[config.mk]
export PLATFORM = sky130hd
export DESIGN_NAME = dmacu_top
export DESIGN_NICKNAME = d
export VERILOG_FILES = /design/src/dmacu_pkg.sv /design/src/dmacu_top.sv
export SDC_FILE = /design/constraint.sdc
export NUM_CORES = 1
export LEC_CHECK = 0
export ABC_AREA = 1
export ABC_CLOCK_PERIOD_IN_PS = 10700
export BUFFER_PORTS_ARGS = -buffer_cell sky130_fd_sc_hd__buf_2
export CORE_MARGIN = 3
export CORE_UTILIZATION = 55
export CTS_BUF_LIST = sky130_fd_sc_hd__clkbuf_16
export CTS_CLUSTER_DIAMETER = 120
export DETAILED_ROUTE_END_ITERATION = 10
export PLACE_DENSITY = 0.78
export SLEW_MARGIN = 20
export SYNTH_ARGS = -nofsm -noshare
export SYNTH_HDL_FRONTEND = slang
export SYNTH_SLANG_ARGS = --single-unit
[constraint.sdc]
create_clock -name clk -period 10.7 [get_ports clk]
set_input_delay 2.14 -clock clk [delete_from_list [all_inputs] [get_ports clk]]
set_output_delay 2.14 -clock clk [all_outputs]
set_load 0.01 [all_outputs]
[src/dmacu_pkg.sv]
/*
  dmacu_pkg: constants, types and register map of the transfer control
  and address block.
  Assumes a 16-bit register port decoded on the full 32-bit address.
*/
`default_nettype none
package dmacu_pkg;

  // register addresses
  localparam logic [31:0] AOUT_NEXT_HIGH_OFF = 32'h0b00002e;
  localparam logic [31:0] IR_BASE_LOW_OFF = 32'h0b000030;
  localparam logic [31:0] IR_BASE_HIGH_OFF = 32'h0b000032;
  localparam logic [31:0] IR_NEXT_LOW_OFF = 32'h0b000034;
  localparam logic [31:0] IR_NEXT_HIGH_OFF = 32'h0b000036;
  localparam logic [31:0] CTRL_RESET_OFF = 32'h0b000040;
  localparam logic [31:0] SEQ_IDLE_OFF = 32'h0b000042;
  localparam logic [31:0] SEQ_ENABLE_OFF = 32'h0b000044;
  localparam logic [31:0] CHAN_ENABLE_OFF = 32'h0b000046;
  localparam logic [31:0] CHAN_REQUEST_OFF = 32'h0b000048;
  localparam logic [31:0] IR_DIRECTION_OFF = 32'h0b00004a;

  // field positions
  localparam int FLAG_BIT = 0;
  localparam int AUDIO_IN_BIT = 3;
  localparam int AUDIO_OUT_BIT = 2;
  localparam int INFRARED_BIT = 0;
  localparam int PAGE_BIT = 10;

  // writable masks and reset values
  localparam logic [15:0] HIGH_WRITE_MASK = 16'h07ff;
  localparam logic [3:0] CHAN_MASK = 4'hd;
  localparam logic [15:0] ADDR_LOW_RESET = 16'hf800;
  localparam logic [15:0] ADDR_HIGH_RESET = 16'h01ff;
  localparam logic [31:0] PAGE_SIZE = 32'h00000400;
  localparam logic [31:0] HALF_WORD_STEP = 32'h00000002;
  localparam logic [9:0] PAGE_LAST_OFFSET = 10'h3fe;

  typedef enum logic [1:0] {
    DMACU_IDLE = 2'b00,
    DMACU_WAIT = 2'b01,
    DMACU_XFER = 2'b10,
    DMACU_GAP = 2'b11
  } dmacu_state_type;

  // register port request
  typedef struct packed {
    logic [31:0] addr;
    logic [15:0] wdata;
    logic wr;
    logic rd;
  } dmacu_reg_req_type;

  // transfer side outputs towards the bus and the peripherals
  typedef struct packed {
    logic bus_req;
    logic [3:0] chan_ack;
    logic strobe;
    logic [31:0] ir_address;
    logic ir_to_memory;
  } dmacu_xfer_type;

  // software-visible registers
  typedef struct packed {
    logic [15:0] aout_next_high;
    logic [31:0] ir_base;
    logic [31:0] ir_next;
    logic controller_reset_n;
    logic sequencer_run_enable;
    logic [3:0] chan_enable;
    logic infrared_direction_bit;
  } dmacu_regs_type;

endpackage
`default_nettype wire

[src/dmacu_top.sv]
/*
  dmacu_top: transfer control unit and infrared address unit.
  Arbitrates three peripheral requests, asks the bus control unit for
  the bus, and steps the infrared next address inside its buffer.
  Assumes peripherals and bus control unit run on clk, each peripheral
  holds its request level until it sees its acknowledge, and drops it
  in the cycle after that acknowledge.
*/
// Implementation choice: the address-and-strobe port.
// Summary of operation
// - fixed order audio in, audio out, infrared
// - refresh, then bus hold, then transfers
// - refresh waits for current single transfer
// - request/acknowledge with bus unit and peripherals
// - controller held reset while bit0 is zero
// - idle flag reads one when sequencer idle
// - sequencer runs only when enable set
// - per-channel enables at bits 3, 2, 0
// - pending requests readable at bits 3, 2, 0
// - direction bit picks infrared transfer direction
// - reserved bits read zero, write zero
// - infrared base high writable bits 26:16 only
// - base address becomes transfer start address
// - channel confined to 2 Kbyte buffer
// - next infrared address kept in address registers
// - audio out next address high, eleven bits
// - start in first page: jump plus 1K
// - start in second page: jump minus 1K
`timescale 1ns/100ps
`default_nettype none
module dmacu_top
  import dmacu_pkg::*;
(
  input wire logic clk,
  input wire logic sys_rst,
  input wire dmacu_reg_req_type reg_req,
  output logic [15:0] reg_rdata,
  input wire logic audio_in_request,
  input wire logic audio_out_request,
  input wire logic infrared_request,
  input wire logic refresh_request,
  input wire logic hold_request,
  input wire logic bus_ack,
  output dmacu_xfer_type xfer
);

  typedef struct packed {
    dmacu_state_type state;
    dmacu_regs_type regs;
    logic [3:0] pending;
    logic [3:0] sel;
    logic [15:0] rdata;
    dmacu_xfer_type xfer;
  } dmacu_all_type;

  dmacu_all_type cur;
  dmacu_all_type next_cur;

  // address match on the full register address
  function automatic logic hit(input logic [31:0] a, input logic [31:0] off);
    hit = (a == off);
  endfunction

  // one-hot pick of the winning channel, fixed order
  function automatic logic [3:0] pick(input logic [3:0] elig);
    pick = 4'h0;
    if (elig[AUDIO_IN_BIT]) begin
      pick[AUDIO_IN_BIT] = 1'b1;
    end else if (elig[AUDIO_OUT_BIT]) begin
      pick[AUDIO_OUT_BIT] = 1'b1;
    end else if (elig[INFRARED_BIT]) begin
      pick[INFRARED_BIT] = 1'b1;
    end
  endfunction

  // next half-word address with page wrap inside the buffer
  function automatic logic [31:0] step(input logic [31:0] a, input logic [31:0] b);
    step = a + HALF_WORD_STEP;
    if (a[PAGE_BIT-1:0] == PAGE_LAST_OFFSET) begin
      if (a[PAGE_BIT] == b[PAGE_BIT]) begin
        // end of start page: move to the other page of the buffer
        if (b[PAGE_BIT]) begin
          step = b - PAGE_SIZE;
        end else begin
          step = b + PAGE_SIZE;
        end
      end else begin
        step = b;
      end
    end
  endfunction

  logic [3:0] req_now;
  logic run_ok;
  logic [3:0] eligible;
  logic bus_busy;

  // request vector laid out like the request register
  assign req_now = {audio_in_request, audio_out_request, 1'b0, infrared_request};
  assign run_ok = cur.regs.controller_reset_n & cur.regs.sequencer_run_enable;
  assign eligible = cur.pending & cur.regs.chan_enable & CHAN_MASK;
  assign bus_busy = refresh_request | hold_request;

  always_comb begin
    next_cur = cur;
    next_cur.rdata = 16'h0000;
    next_cur.xfer.chan_ack = 4'h0;
    next_cur.xfer.strobe = 1'b0;
    next_cur.pending = req_now;

    // register writes, reserved bits dropped
    if (reg_req.wr) begin
      if (hit(reg_req.addr, AOUT_NEXT_HIGH_OFF)) begin
        next_cur.regs.aout_next_high = reg_req.wdata & HIGH_WRITE_MASK;
      end
      if (hit(reg_req.addr, IR_BASE_LOW_OFF)) begin
        next_cur.regs.ir_base[15:0] = reg_req.wdata;
        next_cur.regs.ir_next[15:0] = reg_req.wdata;
      end
      if (hit(reg_req.addr, IR_BASE_HIGH_OFF)) begin
        next_cur.regs.ir_base[31:16] = reg_req.wdata & HIGH_WRITE_MASK;
        next_cur.regs.ir_next[31:16] = reg_req.wdata & HIGH_WRITE_MASK;
      end
      if (hit(reg_req.addr, IR_NEXT_LOW_OFF)) begin
        next_cur.regs.ir_next[15:0] = reg_req.wdata;
      end
      if (hit(reg_req.addr, IR_NEXT_HIGH_OFF)) begin
        next_cur.regs.ir_next[31:16] = reg_req.wdata & HIGH_WRITE_MASK;
      end
      if (hit(reg_req.addr, CTRL_RESET_OFF)) begin
        next_cur.regs.controller_reset_n = reg_req.wdata[FLAG_BIT];
      end
      if (hit(reg_req.addr, SEQ_ENABLE_OFF)) begin
        next_cur.regs.sequencer_run_enable = reg_req.wdata[FLAG_BIT];
      end
      if (hit(reg_req.addr, CHAN_ENABLE_OFF)) begin
        next_cur.regs.chan_enable = reg_req.wdata[3:0] & CHAN_MASK;
      end
      if (hit(reg_req.addr, IR_DIRECTION_OFF)) begin
        next_cur.regs.infrared_direction_bit = reg_req.wdata[FLAG_BIT];
      end
    end

    // register reads, data valid in the following cycle only
    if (reg_req.rd) begin
      if (hit(reg_req.addr, AOUT_NEXT_HIGH_OFF)) begin
        next_cur.rdata = cur.regs.aout_next_high;
      end
      if (hit(reg_req.addr, IR_BASE_LOW_OFF)) begin
        next_cur.rdata = cur.regs.ir_base[15:0];
      end
      if (hit(reg_req.addr, IR_BASE_HIGH_OFF)) begin
        next_cur.rdata = cur.regs.ir_base[31:16];
      end
      if (hit(reg_req.addr, IR_NEXT_LOW_OFF)) begin
        next_cur.rdata = cur.regs.ir_next[15:0];
      end
      if (hit(reg_req.addr, IR_NEXT_HIGH_OFF)) begin
        next_cur.rdata = cur.regs.ir_next[31:16];
      end
      if (hit(reg_req.addr, CTRL_RESET_OFF)) begin
        next_cur.rdata = {15'h0000, cur.regs.controller_reset_n};
      end
      if (hit(reg_req.addr, SEQ_IDLE_OFF)) begin
        next_cur.rdata = {15'h0000, cur.state == DMACU_IDLE};
      end
      if (hit(reg_req.addr, SEQ_ENABLE_OFF)) begin
        next_cur.rdata = {15'h0000, cur.regs.sequencer_run_enable};
      end
      if (hit(reg_req.addr, CHAN_ENABLE_OFF)) begin
        next_cur.rdata = {12'h000, cur.regs.chan_enable};
      end
      if (hit(reg_req.addr, CHAN_REQUEST_OFF)) begin
        next_cur.rdata = {12'h000, cur.pending & CHAN_MASK};
      end
      if (hit(reg_req.addr, IR_DIRECTION_OFF)) begin
        next_cur.rdata = {15'h0000, cur.regs.infrared_direction_bit};
      end
    end

    // transfer sequencer
    case (cur.state)
      DMACU_IDLE: begin
        next_cur.xfer.bus_req = 1'b0;
        if (run_ok && (eligible != 4'h0) && !bus_busy) begin
          next_cur.sel = pick(eligible);
          next_cur.xfer.bus_req = 1'b1;
          next_cur.state = DMACU_WAIT;
        end
      end
      DMACU_WAIT: begin
        if (!run_ok || bus_busy) begin
          // refresh or hold arrived before the grant: step back
          next_cur.xfer.bus_req = 1'b0;
          next_cur.state = DMACU_IDLE;
        end else if (bus_ack) begin
          next_cur.xfer.chan_ack = cur.sel;
          next_cur.xfer.strobe = 1'b1;
          next_cur.state = DMACU_XFER;
        end
      end
      DMACU_XFER: begin
        // the single transfer ends here even if refresh is waiting
        next_cur.xfer.bus_req = 1'b0;
        if (cur.sel[INFRARED_BIT]) begin
          next_cur.regs.ir_next = step(cur.regs.ir_next, cur.regs.ir_base);
        end
        next_cur.state = DMACU_GAP;
      end
      DMACU_GAP: begin
        // lets the served peripheral drop its request first
        next_cur.state = DMACU_IDLE;
      end
      default: begin
        next_cur.xfer.bus_req = 1'b0;
        next_cur.state = DMACU_IDLE;
      end
    endcase

    // controller reset aborts any sequence
    if (!cur.regs.controller_reset_n) begin
      next_cur.state = DMACU_IDLE;
      next_cur.xfer.bus_req = 1'b0;
      next_cur.xfer.chan_ack = 4'h0;
      next_cur.xfer.strobe = 1'b0;
    end

    next_cur.xfer.ir_address = next_cur.regs.ir_next;
    next_cur.xfer.ir_to_memory = next_cur.regs.infrared_direction_bit;
  end

  // state register
  always_ff @(posedge clk or posedge sys_rst) begin
    if (sys_rst) begin
      cur.state <= DMACU_IDLE;
      cur.regs.aout_next_high <= ADDR_HIGH_RESET;
      cur.regs.ir_base <= {ADDR_HIGH_RESET, ADDR_LOW_RESET};
      cur.regs.ir_next <= {ADDR_HIGH_RESET, ADDR_LOW_RESET};
      cur.regs.controller_reset_n <= 1'b0;
      cur.regs.sequencer_run_enable <= 1'b0;
      cur.regs.chan_enable <= 4'h0;
      cur.regs.infrared_direction_bit <= 1'b0;
      cur.pending <= 4'h0;
      cur.sel <= 4'h0;
      cur.rdata <= 16'h0000;
      cur.xfer.bus_req <= 1'b0;
      cur.xfer.chan_ack <= 4'h0;
      cur.xfer.strobe <= 1'b0;
      cur.xfer.ir_address <= {ADDR_HIGH_RESET, ADDR_LOW_RESET};
      cur.xfer.ir_to_memory <= 1'b0;
    end else begin
      cur <= next_cur;
    end
  end

  // outputs straight from flops
  assign reg_rdata = cur.rdata;
  assign xfer = cur.xfer;

endmodule
`default_nettype wire

# --- Word-level counts from Yosys, hierarchy flattened ---
# Cells that the tools add are included.
# Widths: inputs -> output; s select.
totals:
  wordCells: 102
  register_bits: 106
  out_inout_bits: 55
classes:
  n_eq_ne: 20
  n_addsub: 3
  n_reduce_logical: 17
  muxes: 44
  bitwise: 3
op_table:
  columns: ["op", "count"]
  rows:
  - ["$eq 32x28->1 const B", 11]
  - ["$mux 16", 15]
  - ["$mux 32", 5]
  - ["$mux 39", 1]
  - ["$add 32x2->32 const B", 1]
  - ["$add 27x11->28 const B", 1]
  - ["$sub 27x11->28 const B", 1]
  - ["$reduce_and 2->1", 10]
  - ["$mux 5", 3]
  - ["$mux 1", 11]
  - ["$mux 11", 1]
  - ["$eq 10x10->1 const B", 1]
  - ["$mux 2", 4]
  - ["$pmux 2 s4", 1]
  - ["$mux 6", 1]
  - ["$and 4x4->4", 1]
  - ["$eq 2x2->1 const B", 2]
  - ["$mux 4", 1]
  - ["$ne 4x1->1 const B", 1]
  - ["$ne 4x4->1 const B", 1]
  - ["$reduce_bool 4->1", 1]
  - ["$ne 3x2->1 const B", 1]
  - ["$ne 3x3->1 const B", 1]
  - ["$pmux 1 s3", 1]
  - ["other kinds (8)", 10]

# --- Depth between registers and ports, before layout ---
# Gate-level depths: netlist (run 1).
logic_depth:
  depth_word: 13
  ltp_mapped: 15

# --- Least setup slack after synthesis (run 1) ---
# No wires, ideal clock.
synth_timing:
  path_kind: "input to register"
  start: "input reg_req[24] (netlist name)"
  end: "register xfer[1] (netlist name)"
  arrival_time_ns: 3.452
  required_time_ns: 10.579
  path_buffers: 1
  path_stages: 10
  setup_slack_ns: 7.128
  setup_ns: 0.121
  path_cell_list: "or2_1 -> nor2_4 -> nand2_1 -> nor2_4 -> o211ai_1 -> buf_2 -> a21oi_1 -> o21ai_1 -> a22oi_1 -> inv_1"
synth_between:
  elab_chain_len: 6
synth_lines:
  columns: ["item", "line", "source"]
  rows:
  - ["from (decl)", "dmacu_top.sv:36", "input wire dmacu_reg_req_type reg_req,"]
  - ["$eq 32x28->1", "dmacu_top.sv:61", "hit = (a == off);"]
  - ["$mux 16", "dmacu_top.sv:116", "if (hit(reg_req.addr, IR_BASE_LOW_OFF)) begin"]
  - ["$mux 16 (*)", "dmacu_top.sv:124", "if (hit(reg_req.addr, IR_NEXT_LOW_OFF)) begin"]
  - ["$mux 39 (*)", "dmacu_top.sv:112", "if (reg_req.wr) begin"]
  - ["$mux 32", "dmacu_top.sv:205", "if (cur.sel[INFRARED_BIT]) begin"]
  - ["$mux 32 (*)", "dmacu_top.sv:182", "case (cur.state)"]
# Mark *: on every way between the ends. The rest lies on a longest branch, timed or not.
# A chain may end at the register's enable or synchronous reset.

==> impl_metrics.ini, run 1 <==
[global_routing]
grt_pass1_vias = 5514
grt-ovfl-total = 0
grt_max_degree = 61
antenna_found_initial = 0
grt_usage = 0.269
grt_pass1_wl_mm = 28.2

[synth]
synth_flop_cell = dfrtp_1
synth_compound_area_frac = 0.161
ys_ff_latch = 105
synth_nets = 966
yosys_warnings = 0
synth-xor-area-share = 0.0301
synth_area_leaders = dfrtp_1, dfstp_2, nand2_1
avgSynthCellArea_sq_um = 7.39
muxShareOfSynthArea = 0
synth.cell_area_sq_mm = 0.00668
ys_types = 45
ys_seq_area_frac = 0.400
yosys.area_share.simple = 0.253
synth_top_family_by_area = simple AND/OR/NAND/NOR gates
synth_cells = 904
synth_top_area_frac = 0.255
synth_top_area_cell = dfrtp_1
synth_fa_ha_area_frac = 0.00749
async_flop_share = 1.00
synth_edf_count = 0

[worst_setup_path]
required_ns = 10.94
startpoint = reg_req[31]
worstPathMaxFanout = 20
cp-end-kind = flip-flop
crit_chain = buf_2 -> nor2_1 -> nand2_1 -> nor2_4 -> inv_1 -> nor2_4 -> nand3_1 -> inv_1 -> a211oi_1 -> nand2_1 -> a21oi_1
crit_path_max_incr_delay_ns = 0.68
critical_path_class = input port to flip-flop
r2r-start = xfer[4]$_DFF_PP0_
slowest_stage = inv_1
crit_arrival_ns = 4.28
start_kind = input port

[clock_tree]
numCtsBuffers = 9
clock-root-buffer = clkbuf_16
post_cts_buffers = 0
cts_tree = done
clk_pin_slew_ns = 0.08
hold_buffers = 0
htree_levels = 3
clock-sinks = 105
clkLatencyLatePin_ns = 0.37
cts_buffer_depth = 2
cts_resized = 0

[timing]
slew_headroom = 0.375
drv_slew = 0
period_minus_slack_ns = 4.03
rsz0062_at_grt = no
max_freq_mhz = 248
fin_tns_setup_ns = 0
worst_slew_pin_slew_ns = 0.935
fin_hold_ws_ns = 0.486
fin_crit_sh = 0.377
finalClockSkew_ns = 0.0112
setup-violations-final = 0
hold_violations = 0

[final_layout]
fin_nets = 1007
n_fill_cell = 1066
antenna_cells = 0
drive_gt1_frac = 0.209
layout-area-overhead-vs-synth_pct = 8.03
layout_common_cells = nand2_1, inv_1, buf_2
mostFrequentLayoutCell = nand2_1

[run_status]
outcome = complete, no violations

[placed_design]
hpwl_mm = 13.0
gp_congestion = 0.927
port_buffers = 111

[die]
die_h_um = 116
fp-row-count = 39
ioPinCount = 113
die_area_sq_mm = 0.0135
start_util = 0.573
die_x_um = 116
core_sq_mm = 0.0117

[route]
drc = 0
num_vias = 6102
dr.pass1.iters = 6
routed_wirelength_mm = 17.7
drt_iter0_drc = 610
wire_per_inst_um = 16.2
viasPerCell = 5.58
ant_nets = 0

[hold_path]
hold_start = cur[106]$_DFFE_PP0P_
hold_class = flip-flop to flip-flop

[job]
cap_violations = 0

[power]
p_per_area_mw_per_mm2 = 109
leakage_nw = 3.48
peakVddDrop_mv = 0.121
[cell usage after synthesis (2+ instances only)]
master,number
nand2_1,198
inv_1,113
o21ai_0,96
dfrtp_1,68
nor2_1,66
buf_4,57
nand3_1,43
a21oi_1,38
dfstp_2,37
nor3_1,27
clkbuf_1,20
o21ai_1,20
xor2_1,16
o211ai_1,10
nand4_1,9
nor4_1,8
xnor2_1,7
a211oi_1,6
nor2_4,6
a221oi_1,5
buf_2,5
inv_2,5
nand2_2,5
ha_1,4
nor2_2,4
o22ai_1,4
o31ai_1,4
a31oi_1,3
nor3_2,2
nor3_4,2
o211ai_2,2
[registers in the layout (all words and copies together), names as in the netlist]
| signal | count |
|---|---|
| cur | 51 |
| reg_rdata | 16 |
| xfer | 38 |
[stage by stage]
stage	util	std cells	total power [mW]	instance area [sq um]	setup slack (ns)
after floorplan	-	904	0.422	6680	5.86
after global placement	0.591	1077	0.440	6900	6.42
after detailed placement	0.591	1077	0.440	6900	6.39
after CTS	0.618	1093	0.791	7210	6.77
after global routing	0.619	1093	0.809	7220	6.48
final	0.619	1093	0.787	7220	6.67
[layout make-up]
class | count | area (sq um) | share of cell area
repair buffers | 114 | 578 | 0.0801
inverters | 119 | 449 | 0.0622
clock inverters | 7 | 90.1 | 0.0125
clock buffers | 9 | 225 | 0.0312
multi-input cells | 596 | 3020 | 0.419
flip-flops and latches | 105 | 2670 | 0.370
well taps | 143 | 179 | 0.0248
[kinds of logic after synthesis]
group / count (synthesis)
and+or+nand+nor: 375
buffers and inverters: 203
AOI/OAI and AO/OA: 193
DFF: 105
xor gates and xnor gates: 23
adders and majority gates: 4
other: 1
[worst paths after layout]
path | end | slack [ns] | depth (start not counted)
min in group asynchronous | xfer[26]$_DFF_PP0_ | 1.81 | 2
max in group asynchronous | cur[107]$_DFFE_PP0P_ | 7.72 | 3
worst max register to register | xfer[2]$_DFF_PP0_ | 7.89 | 8
worst max-delay path | reg_rdata[5]$_DFF_PP0_ | 6.67 | 11
worst min-delay path | cur[106]$_DFFE_PP0P_ | 0.49 | 2
worst min register to register | cur[106]$_DFFE_PP0P_ | 0.49 | 2
[where the power goes]
group / switching, mW / internal [mW] / total [mW]
sequential: 0.000441 / 0.398 / 0.398
clock: 0.166 / 0.189 / 0.354
combinational: 0.0235 / 0.0107 / 0.0342
total: 0.190 / 0.597 / 0.787
[critical path, delay by kind of cell]
family / cells / cell delay (ns)
AOI/OAI and AO/OA: 2 / 0.18
and+or+nand+nor: 6 / 1.02
buffers and inverters: 3 / 0.91
[layer usage]
layer | up-vias | global-route usage | routed length (um)
li1 | 2980 | - | -
met1 | 2792 | 0.393 | 7640
met2 | 307 | 0.392 | 7890
met3 | 23 | 0.0653 | 1830
met4 | 0 | 0.0889 | 310
met5 | - | 0 | 0
No activity file was read; power rests on OpenSTA's default activity.
==> run 2, diff against run 1 <==
Settings changed: ABC_CLOCK_PERIOD_IN_PS 10700 to 3900.
Clock period 10.7 ns to 3.9 ns, I/O delays scaled along.
==> run 2 against run 1 <==
  * Sequential power rose to 2.7 times the previous value
  * Clock power rose by 150%
  * Critical path depth rose by 1
  * Combinational power rose to 2.8 times the previous value
==> impl_metrics.ini, run 2 (synthesis gave the netlist of run 1 again) <==
[clock_tree]
clkLatencyLatePin_ns = 0.36
clk_pin_slew_ns = 0.07
numCtsBuffers = 9
clock-root-buffer = clkbuf_16
hold_buffers = 0
cts_tree = done
htree_levels = 3
cts_resized = 0
cts_buffer_depth = 2
clock-sinks = 105
post_cts_buffers = 0

[worst_setup_path]
crit_path_max_incr_delay_ns = 0.48
worstPathMaxFanout = 11
critical_path_class = input port to flip-flop
slowest_stage = nor2_2
r2r-start = xfer[4]$_DFF_PP0_
startpoint = reg_req[31]
worst_path_dominant_cell_family = simple AND/OR/NAND/NOR gates
crit_chain = buf_2 -> nor2_1 -> nand2_1 -> nor2_4 -> inv_1 -> nor2_4 -> nand2_2 -> nor2_2 -> inv_1 -> o211ai_1 -> nand2_1 -> a21oi_1
required_ns = 4.18
crit_buf_inv = 3
cp-end-kind = flip-flop
crit_arrival_ns = 2.90
start_kind = input port

[global_routing]
antenna_found_initial = 0
grt_pass1_wl_mm = 28.9
grt_usage = 0.275
grt_max_degree = 70
grt_pass1_vias = 5578
grt-ovfl-total = 0

[route]
ant_nets = 0
routed_wirelength_mm = 18.1
drt_iter0_drc = 735
viasPerCell = 5.62
num_vias = 6176
wire_per_inst_um = 16.5
drc = 0
dr.pass1.iters = 5

[power]
clkPwrFrac = 0.423
switching_share = 0.241
p_int_mw = 1.56
peakVddDrop_mv = 0.360
leakage_nw = 3.48
p_switching_mw = 0.496
p_per_area_mw_per_mm2 = 285
combPwrFrac = 0.046
p_seq_frac = 0.531

[placed_design]
gp_congestion = 0.917
port_buffers = 111
placed_area_sq_mm = 0.00694
hpwl_mm = 13.5

[timing]
hold_violations = 0
rsz0062_at_grt = no
drv_slew = 0
setup-violations-final = 0
fin_tns_setup_ns = 0
period_minus_slack_ns = 2.62
max_freq_mhz = 382
fin_crit_sh = 0.672
finalClockSkew_ns = 0.00901
worst_slew_pin_slew_ns = 0.868
slew_headroom = 0.421

[final_layout]
fin_util = 0.618
mostFrequentLayoutCell = nand2_1
antenna_cells = 0
drive_gt1_frac = 0.210
fin_area_sq_mm = 0.00721
layout_common_cells = nand2_1, inv_1, buf_2
layout-area-overhead-vs-synth_pct = 7.94
largest_reg_flops = 51
fin_nets = 1012
top_register = cur

[die]
start_util = 0.573
ioPinCount = 113
die_x_um = 116
fp-row-count = 39
die_area_sq_mm = 0.0135
die_h_um = 116
core_sq_mm = 0.0117

[hold_path]
hold_class = flip-flop to flip-flop
hold_start = cur[143]$_DFFE_PP0P_

[run_status]
outcome = complete, no violations

[job]
cap_violations = 0
run 2: power by group through the flow:
stage          registers [mW]  logic [mW]  clock network [mW]
6_report                 1.09      0.0946               0.870
5_1_grt                  1.09       0.107               0.917
4_1_cts                  1.09      0.0956               0.875
3_5_place_dp             1.11      0.0955                   0
3_3_place_gp             1.11      0.0949                   0
2_1_floorplan            1.11      0.0448                   0
run 2: layer usage:
layer / track usage / wire length (um)
met1: 0.406 / 7900
met2: 0.407 / 8010
met3: 0.0653 / 1860
met4: 0.0696 / 326
met5: 0 / 0
run 2: path summary, 6_finish.rpt:
check,to,slack [ns],cells after the start
min reg2reg,cur[143]$_DFFE_PP0P_,0.49,2
max in group asynchronous,xfer[16]$_DFF_PP1_,2.40,3
min in group asynchronous,cur[57]$_DFFE_PP0P_,0.60,2
min,cur[143]$_DFFE_PP0P_,0.49,2
max reg2reg,xfer[26]$_DFF_PP0_,1.47,9
max,reg_rdata[7]$_DFF_PP0_,1.28,12
run 2: metrics by stage:
step                power (mW)  setup WS, ns  hold WS (ns)  instances
finish                    2.06          1.28         0.488       1098
detailed placement        1.21         0.990         0.474       1082
CTS                       2.06          1.36         0.491       1098
global route              2.12          1.08         0.508       1098
floorplan                 1.16         0.421         0.453        904
global placement          1.21          1.00         0.467       1082
run 2: worst min-delay path: stages, from the launching register on:
cell,delay (ns)
dfrtp_1,0.34
nand2_1,0.05
o21ai_0,0.06
run 2: layout make-up:
cell class                 instances  area (sq um)
clock buffer                       9           225
clock inverter                     7          51.3
fill                            1090          4450
inverter                         119           449
multi-input combinational        596          3020
sequential                       105          2670
tap                              143           179
timing repair buffer             119           616
==> run 3, diff against run 2 <==
Settings changed: ABC_CLOCK_PERIOD_IN_PS 3900 to 2100, CORE_UTILIZATION 55 to 52.
Clock period 3.9 ns to 2.1 ns, I/O delays scaled along.
==> run 3 against run 2 <==
  * Register-to-register slack worse by 1.3 ns
  * Final area is 5.0% higher
  * First-iteration DRC count is 3.7% lower
  * Hold slack got worse by 0.32 ns
  * Count of clock-buffer cells in the layout unchanged
  * Die area rose by 5.5%
  * Critical path depth increased by 1
  * Sequential share of layout area down 1.7 points
  * Critical path type is now flip-flop to flip-flop
==> impl_metrics.ini, run 3 (synthesis gave the netlist of run 1 again) <==
[die]
fp-row-count = 40
start_util = 0.545
die_area_sq_mm = 0.0142
die_h_um = 119
die_x_um = 119
ioPinCount = 113
core_sq_mm = 0.0123

[global_routing]
grt_pass1_wl_mm = 29.6
grt-ovfl-total = 0
grt_usage = 0.259
grt_pass1_vias = 5848
antenna_found_initial = 0
grt_max_degree = 106

[clock_tree]
clkLatencyLatePin_ns = 0.36
clock-sinks = 105
cts_tree = done
clk_pin_slew_ns = 0.07
clock-root-buffer = clkbuf_16
numCtsBuffers = 9
post_cts_buffers = 0
cts_buffer_depth = 2
htree_levels = 3

[route]
viasPerCell = 5.46
wire_per_inst_um = 15.9
ant_nets = 0
drt_iter0_drc = 708
routed_wirelength_mm = 18.4
drc = 0
dr.pass1.iters = 5
num_vias = 6332

[timing]
hold_violations = 0
finalClockSkew_ns = 0.0111
slew_headroom = 0.634
worst_slew_pin_slew_ns = 0.549
rsz0062_at_grt = no
max_freq_mhz = 518
period_minus_slack_ns = 1.93
fin_crit_sh = 0.919
setup-violations-final = 0
drv_slew = 0

[final_layout]
layout_common_cells = nand2_1, inv_1, buf_2
seqCellArea_sq_mm = 0.00268
antenna_cells = 0
fin_nets = 1049
mostFrequentLayoutCell = nand2_1
top_register = cur
multi_input_area_sq_mm = 0.00302
n_fill_cell = 1116
fin_area_sq_mm = 0.00757
stdcell_count = 1160
drive_gt1_frac = 0.240
layout-area-overhead-vs-synth_pct = 13.3
largest_reg_flops = 51

[hold_path]
hold_path_end = cur[59]$_DFF_PP0_
hold_class = input port to flip-flop
hold_start = infrared_request
hold_depth = 1

[worst_setup_path]
required_ns = 2.40
r2r_slack_ns = 0.17
worstPathMaxFanout = 3
reg2regPathDepth = 13
r2r-end = xfer[20]$_DFF_PP1_
crit_arrival_ns = 2.23
r2r-start = xfer[3]$_DFF_PP0_
start_kind = flip-flop
cp-end-kind = flip-flop
critical_path_class = flip-flop to flip-flop

[power]
p_per_area_mw_per_mm2 = 503
leakage_nw = 3.67
peakVddDrop_mv = 0.374

[placed_design]
port_buffers = 111
placed_area_sq_mm = 0.00730
place_inst = 1144
gp_congestion = 0.959
hpwl_mm = 13.9

[job]
cap_violations = 0

[run_status]
outcome = complete, no violations
## run 3: layout make-up
cell class              count  share of cell area
clock buffers               9              0.0297
clock inverters             7             0.00645
inverters                 119              0.0595
multi-input cells         596               0.399
flip-flops and latches    105               0.353
well taps                 168              0.0278
repair buffers            156               0.125
## run 3: where the power goes
| group | switching (mW) | internal [mW] | total (mW) |
|---|---|---|---|
| Clock | 0.796 | 0.803 | 1.60 |
| Combinational | 0.121 | 0.0609 | 0.182 |
| Sequential | 0.00163 | 2.03 | 2.03 |
| Total | 0.919 | 2.89 | 3.81 |
## run 3: through the flow
| stage | total power, mW | utilization | TNS (ns) | setup slack, ns | hold WS (ns) |
|---|---|---|---|---|---|
| final | 3.81 | 0.617 | 0 | 0.171 | 0.164 |
| after global routing | 3.93 | 0.617 | 0 | 0.0318 | 0.163 |
| after CTS | 3.82 | 0.617 | 0 | 0.164 | 0.156 |
| after detailed placement | 2.25 | 0.595 | -0.00364 | -0.00364 | 0.465 |
| after global placement | 2.25 | 0.595 | 0 | 0.0542 | 0.467 |
| after floorplan | 2.15 | - | 0 | 0.248 | 0.451 |
## run 3: repair_timing
action                                  in CTS  in global routing
hold buffers                                 0                  0
endpoints found under the setup margin       0                  2
gates resized for setup                      0                  1
## run 3: critical path, cell delays in order, from the launching register on
cell and delay, ns:
dfrtp_1 0.37, ha_1 0.18, nand2_2 0.09, nor2_4 0.13, nand2_2 0.09, nor3_4 0.21, nand4_2 0.15, nor2_2 0.12
buf_4 0.13, xor2_1 0.15, nand2_1 0.07, nand2_1 0.06, o21ai_1 0.05, inv_1 0.06
## run 3: per-layer routing
layer	global-route usage	part of all wire	routed length, um
met5	0	0	0
met4	0.0945	0.021	380
met1	0.378	0.45	8210
met3	0.0389	0.091	1680
met2	0.392	0.44	8120
## run 3: worst max-delay path by stage
stage,start,to,slack (ns),cells after the start
floorplan,reg_req[24],xfer[1]$_DFFE_PP0P_,0.25,10
global placement,reg_req[24],xfer[11]$_DFF_PP0_,0.05,11
detailed placement,reg_req[24],xfer[6]$_DFF_PP0_,-0.004,11
CTS,xfer[4]$_DFF_PP0_,xfer[20]$_DFF_PP1_,0.16,12
global route,xfer[2]$_DFF_PP0_,xfer[20]$_DFF_PP1_,0.03,13
finish,xfer[3]$_DFF_PP0_,xfer[20]$_DFF_PP1_,0.17,13
